File: config.mk
export PLATFORM = sky130hd
export DESIGN_NAME = dual_timer_counter
export DESIGN_NICKNAME = d
export VERILOG_FILES = /design/src/dual_timer_pkg.sv /design/src/dual_timer_counter.sv
export VERILOG_INCLUDE_DIRS = /design/src
export SDC_FILE = /design/constraint.sdc
export NUM_CORES = 1
export LEC_CHECK = 0
export BUFFER_PORTS_ARGS = -buffer_cell sky130_fd_sc_hd__buf_2
export CORE_MARGIN = 2
export CORE_UTILIZATION = 45
export CTS_CLUSTER_DIAMETER = 200
export CTS_CLUSTER_SIZE = 20
export DETAILED_ROUTE_END_ITERATION = 8
export HOLD_SLACK_MARGIN = 0.08
export PLACE_DENSITY = 0.7
export SYNTH_ARGS = -nofsm -noshare
export SYNTH_HDL_FRONTEND = slang
export SYNTH_SLANG_ARGS = --single-unit
File: constraint.sdc
create_clock -name clk -period 8.1 [get_ports clk]
set_input_delay 0.405 -clock clk [delete_from_list [all_inputs] [get_ports clk]]
set_output_delay 0.405 -clock clk [all_outputs]
set_load 0.01 [all_outputs]
File: src/dual_timer_regs.svh
`ifndef DUAL_TIMER_REGS_SVH
`define DUAL_TIMER_REGS_SVH
// register byte addresses (apb word aligned)
`define ADDR_TIMER_CONTROL 12'h410
`define ADDR_TIMER_MODE 12'h45C
`define ADDR_SYSTEM_CONFIG 12'h440
`define ADDR_COUNT_ZERO 12'h600
`define ADDR_COUNT_ONE 12'h604
`define ADDR_RELOAD_ZERO 12'h608
`define ADDR_RELOAD_ONE 12'h60C
`define ADDR_TIMER_STATUS 12'h610
// timer_control field positions
`define TC_OVF1 7
`define TC_RUN1 6
`define TC_OVF0 5
`define TC_RUN0 4
`define TC_EXT1 3
`define TC_TYP1 2
`define TC_EXT0 1
`define TC_TYP0 0
// timer_mode field positions per timer nibble
`define TM_GATE 3
`define TM_CNT 2
// timer_status field positions
`define TS_TOG1 2
`define TS_TOG0 0
// reset values
`define RST_BYTE 8'h00
// prescaler divisors in oscillator cycles
`define DIV_OSC4 8'h04
`define DIV_OSC16 8'h10
`define DIV_OSC64 8'h40
// external count pin sample period in oscillator cycles
`define PIN_SAMPLE_CYCLES 8'h02
`endif

File: src/dual_timer_pkg.sv
package dual_timer_pkg;
	typedef enum logic [1:0] {MODE_RELOAD16, MODE_FREE16, MODE_RELOAD8, MODE_SPLIT} mode_t;
	typedef struct packed
	{
		logic [7:0] high;
		logic [7:0] low;
	} count_t;
	typedef struct packed
	{
		logic gate;
		logic counter;
		mode_t mode;
	} tmode_t;
	typedef struct packed
	{
		logic vector1;
		logic vector0;
		logic extAck1;
		logic extAck0;
	} ack_t;
endpackage

File: src/dual_timer_counter.sv
`timescale 1ns/10ps
`include "dual_timer_regs.svh"
module dual_timer_counter
(
	input wire logic clk,
	input wire logic sys_rst,
	input wire logic psel,
	input wire logic penable,
	input wire logic pwrite,
	input wire logic [11:0] paddr,
	input wire logic [31:0] pwdata,
	output logic [31:0] prdata,
	output logic pready,
	output logic pslverr,
	input wire logic countPin0,
	input wire logic countPin1,
	input wire logic externalIrqPin0,
	input wire logic externalIrqPin1,
	input wire dual_timer_pkg::ack_t ack,
	output logic ovfIrq0,
	output logic ovfIrq1,
	output logic extIrq0,
	output logic extIrq1
);
	typedef struct packed
	{
		logic [7:0] control;
		logic [7:0] modeReg;
		logic [1:0] prescale;
		logic [7:0] status;
		dual_timer_pkg::count_t count0;
		dual_timer_pkg::count_t count1;
		dual_timer_pkg::count_t reload0;
		dual_timer_pkg::count_t reload1;
		logic [7:0] oscCount;
		logic [3:0] pinSync0;
		logic [3:0] pinSync1;
		logic [3:0] irqSync0;
		logic [3:0] irqSync1;
		logic [31:0] rdata;
	} state_t;

	state_t cur;
	state_t next_cur;

	// one bit of the four-bit synchroniser chains: [0] first flop, [1] second, [2] sampled, [3] previous sample
	logic sampleTick;
	logic baseTick;
	logic [7:0] divisor;
	logic wrAcc;
	logic rdAcc;
	logic cnt0Fall;
	logic cnt1Fall;
	logic irq0Fall;
	logic irq1Fall;
	logic en0;
	logic en1;
	logic inc0;
	logic inc1;
	logic incHigh0;
	logic ovf0;
	logic ovf1;
	logic [16:0] sum0;
	logic [16:0] sum1;
	logic [8:0] sumLow0;
	logic [8:0] sumHigh0;
	logic [8:0] sumLow1;
	logic [7:0] sel;
	dual_timer_pkg::tmode_t mode0;
	dual_timer_pkg::tmode_t mode1;

	// register select, one bit per mapped word, shared by the write and read paths
	function automatic logic [7:0] decode(input logic [11:0] addr);
		decode = 8'h00;
		if (addr == `ADDR_TIMER_CONTROL)
			decode[0] = 1'b1;
		else if (addr == `ADDR_TIMER_MODE)
			decode[1] = 1'b1;
		else if (addr == `ADDR_SYSTEM_CONFIG)
			decode[2] = 1'b1;
		else if (addr == `ADDR_COUNT_ZERO)
			decode[3] = 1'b1;
		else if (addr == `ADDR_COUNT_ONE)
			decode[4] = 1'b1;
		else if (addr == `ADDR_RELOAD_ZERO)
			decode[5] = 1'b1;
		else if (addr == `ADDR_RELOAD_ONE)
			decode[6] = 1'b1;
		else if (addr == `ADDR_TIMER_STATUS)
			decode[7] = 1'b1;
	endfunction

	// apb slave answers in the access cycle, no wait states
	// a write lands at the access edge; read data is captured at setup so it stands through access
	assign pready = 1'b1;
	assign pslverr = 1'b0;
	assign prdata = cur.rdata;
	assign wrAcc = psel && penable && pready && pwrite;
	assign rdAcc = psel && !penable && !pwrite;
	assign sel = decode(paddr);

	// decoded mode fields
	assign mode0 = dual_timer_pkg::tmode_t'(cur.modeReg[3:0]);
	assign mode1 = dual_timer_pkg::tmode_t'(cur.modeReg[7:4]);

	// prescaler divisor selection, reserved code behaves as osc/4
	always_comb
	begin
		case (cur.prescale)
			2'b01: divisor = `DIV_OSC16;
			2'b10: divisor = `DIV_OSC64;
			default: divisor = `DIV_OSC4;
		endcase
	end

	// base clock and pin sample ticks from oscillator cycle count
	// a divisor shortened mid-count restarts at once instead of waiting for the counter to wrap
	assign baseTick = (cur.oscCount >= divisor - 8'h01);
	assign sampleTick = cur.oscCount[0] == (`PIN_SAMPLE_CYCLES == 8'h02 ? 1'b1 : 1'b0);

	// falling edges: count pins from the sampled levels, irq pins from the synchronised levels every cycle
	assign cnt0Fall = sampleTick && cur.pinSync0[3] && !cur.pinSync0[2];
	assign cnt1Fall = sampleTick && cur.pinSync1[3] && !cur.pinSync1[2];
	assign irq0Fall = cur.irqSync0[3] && !cur.irqSync0[2];
	assign irq1Fall = cur.irqSync1[3] && !cur.irqSync1[2];

	// count enables: run bit, optionally gated by irq pin level
	function automatic logic enable(input logic run, input logic gate, input logic pinHigh);
		enable = run && (!gate || pinHigh);
	endfunction

	function automatic logic tick(input logic counter, input logic fall, input logic base);
		tick = counter ? fall : base;
	endfunction

	assign en0 = enable(cur.control[`TC_RUN0], mode0.gate, cur.irqSync0[2]);
	assign en1 = enable(cur.control[`TC_RUN1], mode1.gate, cur.irqSync1[2])
		&& (mode1.mode != dual_timer_pkg::MODE_SPLIT);
	assign inc0 = en0 && tick(mode0.counter, cnt0Fall, baseTick);
	assign inc1 = en1 && tick(mode1.counter, cnt1Fall, baseTick);
	// split high byte: internal clock, run bit one only
	assign incHigh0 = cur.control[`TC_RUN1] && baseTick;

	assign sum0 = {1'b0, cur.count0} + 17'h00001;
	assign sum1 = {1'b0, cur.count1} + 17'h00001;
	assign sumLow0 = {1'b0, cur.count0.low} + 9'h001;
	assign sumHigh0 = {1'b0, cur.count0.high} + 9'h001;
	assign sumLow1 = {1'b0, cur.count1.low} + 9'h001;

	////////////////////////////////////////////////////////////////////////////////
	// next state
	always_comb
	begin
		next_cur = cur;
		ovf0 = 1'b0;
		ovf1 = 1'b0;
		next_cur.oscCount = baseTick ? 8'h00 : cur.oscCount + 8'h01;
		// synchroniser chains: first flop only feeds second
		next_cur.pinSync0[1:0] = {cur.pinSync0[0], countPin0};
		next_cur.pinSync1[1:0] = {cur.pinSync1[0], countPin1};
		next_cur.irqSync0 = {cur.irqSync0[2], cur.irqSync0[1], cur.irqSync0[0], externalIrqPin0};
		next_cur.irqSync1 = {cur.irqSync1[2], cur.irqSync1[1], cur.irqSync1[0], externalIrqPin1};
		if (sampleTick)
		begin
			next_cur.pinSync0[3:2] = {cur.pinSync0[2], cur.pinSync0[1]};
			next_cur.pinSync1[3:2] = {cur.pinSync1[2], cur.pinSync1[1]};
		end

		// timer 0
		case (mode0.mode)
			dual_timer_pkg::MODE_RELOAD16:
				if (inc0)
				begin
					ovf0 = sum0[16];
					next_cur.count0 = sum0[16] ? cur.reload0 : sum0[15:0];
				end
			dual_timer_pkg::MODE_FREE16:
				if (inc0)
				begin
					ovf0 = sum0[16];
					next_cur.count0 = sum0[15:0];
				end
			dual_timer_pkg::MODE_RELOAD8:
				if (inc0)
				begin
					ovf0 = sumLow0[8];
					next_cur.count0.low = sumLow0[8] ? cur.reload0.low : sumLow0[7:0];
				end
			default:
			begin
				if (inc0)
				begin
					ovf0 = sumLow0[8];
					next_cur.count0.low = sumLow0[7:0];
				end
				if (incHigh0)
				begin
					ovf1 = sumHigh0[8];
					next_cur.count0.high = sumHigh0[7:0];
				end
			end
		endcase

		// timer 1, counts on in its own modes even while timer 0 is split
		if (inc1)
		begin
			case (mode1.mode)
				dual_timer_pkg::MODE_RELOAD16:
				begin
					next_cur.count1 = sum1[16] ? cur.reload1 : sum1[15:0];
					if (mode0.mode != dual_timer_pkg::MODE_SPLIT)
						ovf1 = sum1[16];
				end
				dual_timer_pkg::MODE_FREE16:
				begin
					next_cur.count1 = sum1[15:0];
					if (mode0.mode != dual_timer_pkg::MODE_SPLIT)
						ovf1 = sum1[16];
				end
				default:
				begin
					next_cur.count1.low = sumLow1[8] ? cur.reload1.low : sumLow1[7:0];
					if (mode0.mode != dual_timer_pkg::MODE_SPLIT)
						ovf1 = sumLow1[8];
				end
			endcase
		end

		// register writes land at the access edge
		// they follow the counter updates, so software wins over a count in the same cycle
		if (wrAcc)
		begin
			if (sel[0])
				next_cur.control = pwdata[7:0];
			else if (sel[1])
				next_cur.modeReg = pwdata[7:0];
			else if (sel[2])
				next_cur.prescale = pwdata[3:2];
			else if (sel[3])
				next_cur.count0 = pwdata[15:0];
			else if (sel[4])
				next_cur.count1 = pwdata[15:0];
			else if (sel[5])
				next_cur.reload0 = pwdata[15:0];
			else if (sel[6])
				next_cur.reload1 = pwdata[15:0];
			else if (sel[7])
				next_cur.status = pwdata[7:0] & 8'h05;
		end

		// hardware acknowledge clears
		if (ack.vector0)
			next_cur.control[`TC_OVF0] = 1'b0;
		if (ack.vector1)
			next_cur.control[`TC_OVF1] = 1'b0;
		if (ack.extAck0)
			next_cur.control[`TC_EXT0] = 1'b0;
		if (ack.extAck1)
			next_cur.control[`TC_EXT1] = 1'b0;

		// order: software write, then acknowledge clear, then hardware set
		// a toggle output enable holds the overflow flag off; the count itself runs on
		// hardware sets win over any clear in the same cycle
		if (ovf0 && !cur.status[`TS_TOG0])
			next_cur.control[`TC_OVF0] = 1'b1;
		if (ovf1 && !cur.status[`TS_TOG1])
			next_cur.control[`TC_OVF1] = 1'b1;
		if (cur.control[`TC_TYP0] ? irq0Fall : !cur.irqSync0[2])
			next_cur.control[`TC_EXT0] = 1'b1;
		if (cur.control[`TC_TYP1] ? irq1Fall : !cur.irqSync1[2])
			next_cur.control[`TC_EXT1] = 1'b1;

		// read data captured in setup phase, unmapped reads zero
		// the value is the one before this edge's update and stands through the access phase
		if (rdAcc)
		begin
			if (sel[0])
				next_cur.rdata = {24'h000000, cur.control};
			else if (sel[1])
				next_cur.rdata = {24'h000000, cur.modeReg};
			else if (sel[2])
				next_cur.rdata = {28'h0000000, cur.prescale, 2'b00};
			else if (sel[3])
				next_cur.rdata = {16'h0000, cur.count0};
			else if (sel[4])
				next_cur.rdata = {16'h0000, cur.count1};
			else if (sel[5])
				next_cur.rdata = {16'h0000, cur.reload0};
			else if (sel[6])
				next_cur.rdata = {16'h0000, cur.reload1};
			else if (sel[7])
				next_cur.rdata = {24'h000000, cur.status};
			else
				next_cur.rdata = 32'h00000000;
		end
	end

	////////////////////////////////////////////////////////////////////////////////
	// state register
	// pins idle high, so the chains reset to ones and no false edge follows reset
	always_ff @(posedge clk or posedge sys_rst)
	begin
		if (sys_rst)
		begin
			cur <= '0;
			cur.pinSync0 <= 4'hF;
			cur.pinSync1 <= 4'hF;
			cur.irqSync0 <= 4'hF;
			cur.irqSync1 <= 4'hF;
		end
		else
			cur <= next_cur;
	end

	// interrupt request levels straight from the flags
	assign ovfIrq0 = cur.control[`TC_OVF0];
	assign ovfIrq1 = cur.control[`TC_OVF1];
	assign extIrq0 = cur.control[`TC_EXT0];
	assign extIrq1 = cur.control[`TC_EXT1];
endmodule // dual_timer_counter

==> flow_metrics.py <==
metrics = {
    "outcome": {
        "run_status": "complete, no violations",
    },
    "drt": {
        "remaining_drc_errors": 0,
        "dr_total_vias": 6021,
        "drt.antenna.violating_nets": 0,
        "wl_per_cell_microns": 19.8,
        "firstDrtPassIters": 5,
        "wirelength_mm": 19.9,
        "vias_per_cell": 6.01,
        "drtIter0Drc": 660,
    },
    "synthesis": {
        "ys_seq_area_share_pct": 42.1,
        "synthFlopType": "dfrtp_1",
        "synth_edf_count": 0,
        "mappedNetlistArea_sq_mm": 0.00743,
        "synth_top_cells_by_area": "dfrtp_1 (36%), mux2_2 (8.5%), dfstp_2 (5.7%)",
        "ys_warn_count": 0,
        "synth_commonest_cells": "dfrtp_1 (108), nand2_1 (65), mux2_2 (56)",
        "synth_top_area_share_pct": 36.4,
        "yosysTopAreaCell": "dfrtp_1",
        "ys_seq_elements": 124,
        "synth_most_common_cell": "dfrtp_1",
        "ys_types": 75,
        "synth_cells": 750,
        "syn_avg_cell_area_sq_um": 9.90,
        "async_reset_ff_share_pct": 100,
    },
    "grt": {
        "grt_pass1_wl_mm": 31.8,
        "grt_pass1_vias": 5560,
        "overflow": 0,
        "grt_max_degree": 76,
        "grt_usage_pct": 23.2,
        "antenna_found_initial": 0,
    },
    "cts": {
        "clkLatencyLatePin_ns": 0.42,
        "numCtsBuffers": 17,
        "clock_sinks": 124,
        "cts_htree_levels": 4,
        "cts_setup_buffers": 0,
        "cts_root_buf": "clkbuf_16",
        "cts_tree": "done",
        "clk_path_buf_depth": 2,
        "cts.clk_slew.worst_paths_ns": 0.06,
    },
    "sta": {
        "skew_ns": 0.00629,
        "tightest_slew_ns": 1.06,
        "rsz0062_at_grt": "false",
        "period_needed_ns": 3.35,
        "setup_slack_ns": 4.75,
        "slew_headroom_pct": 29.2,
        "setup-tns-final_ns": 0,
        "final-hold-violation-count": 0,
        "slew_viol_final": 0,
        "setup_viol": 0,
        "post-route-period-util_pct": 41.3,
        "fmax_mhz": 299,
    },
    "critical_path": {
        "cp_data_arrival_time_ns": 3.68,
        "crit_path_max_incr_delay_ns": 0.72,
        "path_max_fanout": 15,
        "cpMaxStageDelayCell": "nor3_1",
        "path_cells": "inv_1 -> ha_1 -> ha_1 -> o21ai_0 -> o211ai_1 -> nand3_1 -> nor3_1 -> a21oi_1 -> o31ai_2",
        "required_ns": 8.43,
        "cp_top_family": "simple AND/OR/NAND/NOR gates",
        "path_buf_inv": 1,
        "cpMostUsedCell": "ha_1",
        "endpoint_kind": "register",
        "critical_path_class": "reg2reg",
        "cp-start-kind": "register",
    },
    "placed_design": {
        "gp_congestion": 0.908,
        "dpl.hpwl_mm": 14.3,
        "port_buffers": 60,
        "pre_cts_slack_ns": 4.28,
        "place_area_sq_mm": 0.00760,
    },
    "finish": {
        "antennaDiodeCount": 0,
        "area_growth_pct": 10.2,
        "fin_area_sq_mm": 0.00818,
        "final_util_pct": 51.1,
        "drive_gt1_share_pct": 24.5,
        "fin_nets": 838,
    },
    "floorplan": {
        "num_rows": 46,
        "die_h_microns": 132,
        "core_sq_mm": 0.0160,
        "die_area_sq_mm": 0.0175,
        "initial_core_util_pct": 46.4,
        "die_w_microns": 132,
        "ioPinCount": 95,
    },
    "run": {
        "maxCapViolCount": 0,
    },
    "power": {
        "power.leakage_uw": 0.00358,
        "ir_drop_mv": 0.160,
        "p_per_area_mw_per_mm2": 190,
    },
    "worst_hold_path": {
        "holdCritPathClass": "in2reg",
    },
}
## cell usage in the layout, fill, tap and decap left out, types with 9 or more instances in the layout
cell / synthesis / final
o21ai_0: 43 / 43
a31oi_1: 14 / 14
xnor2_1: 12 / 12
nand2_1: 65 / 65
clkbuf_16: 0 / 17
mux2_2: 56 / 56
a221oi_1: 11 / 11
nor4_1: 11 / 11
ha_1: 9 / 9
nand4_1: 10 / 10
dfstp_2: 16 / 16
buf_2: 5 / 60
dfrtp_1: 108 / 108
nand3_1: 21 / 21
inv_1: 13 / 12
a21oi_1: 34 / 34
and3_1: 14 / 14
nor2_1: 51 / 51
mux2i_1: 18 / 18
conb_1: 2 / 19
nor3_1: 19 / 19
## per-layer routing
metal  part of all wire (%)  wire, microns  vias up  global-route usage [%]
met5                      0              0        -                       0
met3                    8.2           1620       24                    4.18
li1                       -              -     2776                       -
met2                     45           8990      296                    34.5
met1                     45           8850     2925                    33.6
met4                    2.0            398        0                    9.08
## worst paths after layout
| path | from | end | slack (ns) | depth (start not counted) |
|---|---|---|---|---|
| worst max-delay path | cur[128] | cur[102] | 4.75 | 9 |
| worst min-delay path | ack[1] | extIrq1 | 0.18 | 2 |
| worst max register to register | cur[128] | cur[102] | 4.75 | 9 |
| worst min register to register | cur[32] | cur[33] | 0.35 | 0 |
| max in group asynchronous | sys_rst | cur[129] | 6.77 | 3 |
| min in group asynchronous | sys_rst | cur[117] | 0.19 | 2 |
## per-stage QoR
| stage | power (uW) | instances | hold WS [ns] |
|---|---|---|---|
| floorplan | 809 | 767 | 0.345 |
| global placement | 853 | 965 | 0.345 |
| detailed placement | 856 | 965 | 0.347 |
| CTS | 1560 | 1001 | 0.167 |
| global route | 1620 | 1001 | 0.170 |
| finish | 1550 | 1001 | 0.178 |
## sequential cells by signal, summed over array words and instances, names as in the netlist
register	cells
extIrq0	1
ovfIrq0	1
extIrq1	1
prdata	16
cur	104
ovfIrq1	1
## where the power goes
group          internal [uW]  switching, uW
Combinational           62.1           95.1
Clock                    436            266
Sequential               654           40.8
Total                   1150            402
## cell families after synthesis
family | count (synthesis) | synth area share (%)
buf+inv | 92 | 7.01
compound gates | 185 | 17.4
mux | 81 | 12.9
other cells | 2 | 0.101
fa+ha+maj | 9 | 1.52
flops | 124 | 42.1
simple gates | 237 | 16.6
xor+xnor | 20 | 2.36
## layout make-up
cell class,count,area [sq um]
Fill cell,1479,7820
Multi-Input combinational cell,551,3850
Sequential cell,124,3120
Clock buffer,25,475
Timing Repair Buffer,65,348
Tap cell,216,270
Clock inverter,7,66.3
Inverter,13,51.3
## repair_timing
item / in CTS / in global routing
hold endpoints to repair: 4 / 0
hold buffers: 4 / 0
resized for setup: 0 / 0
setup endpoints to repair: 0 / 0
No activity file was read; power rests on OpenSTA's default activity.
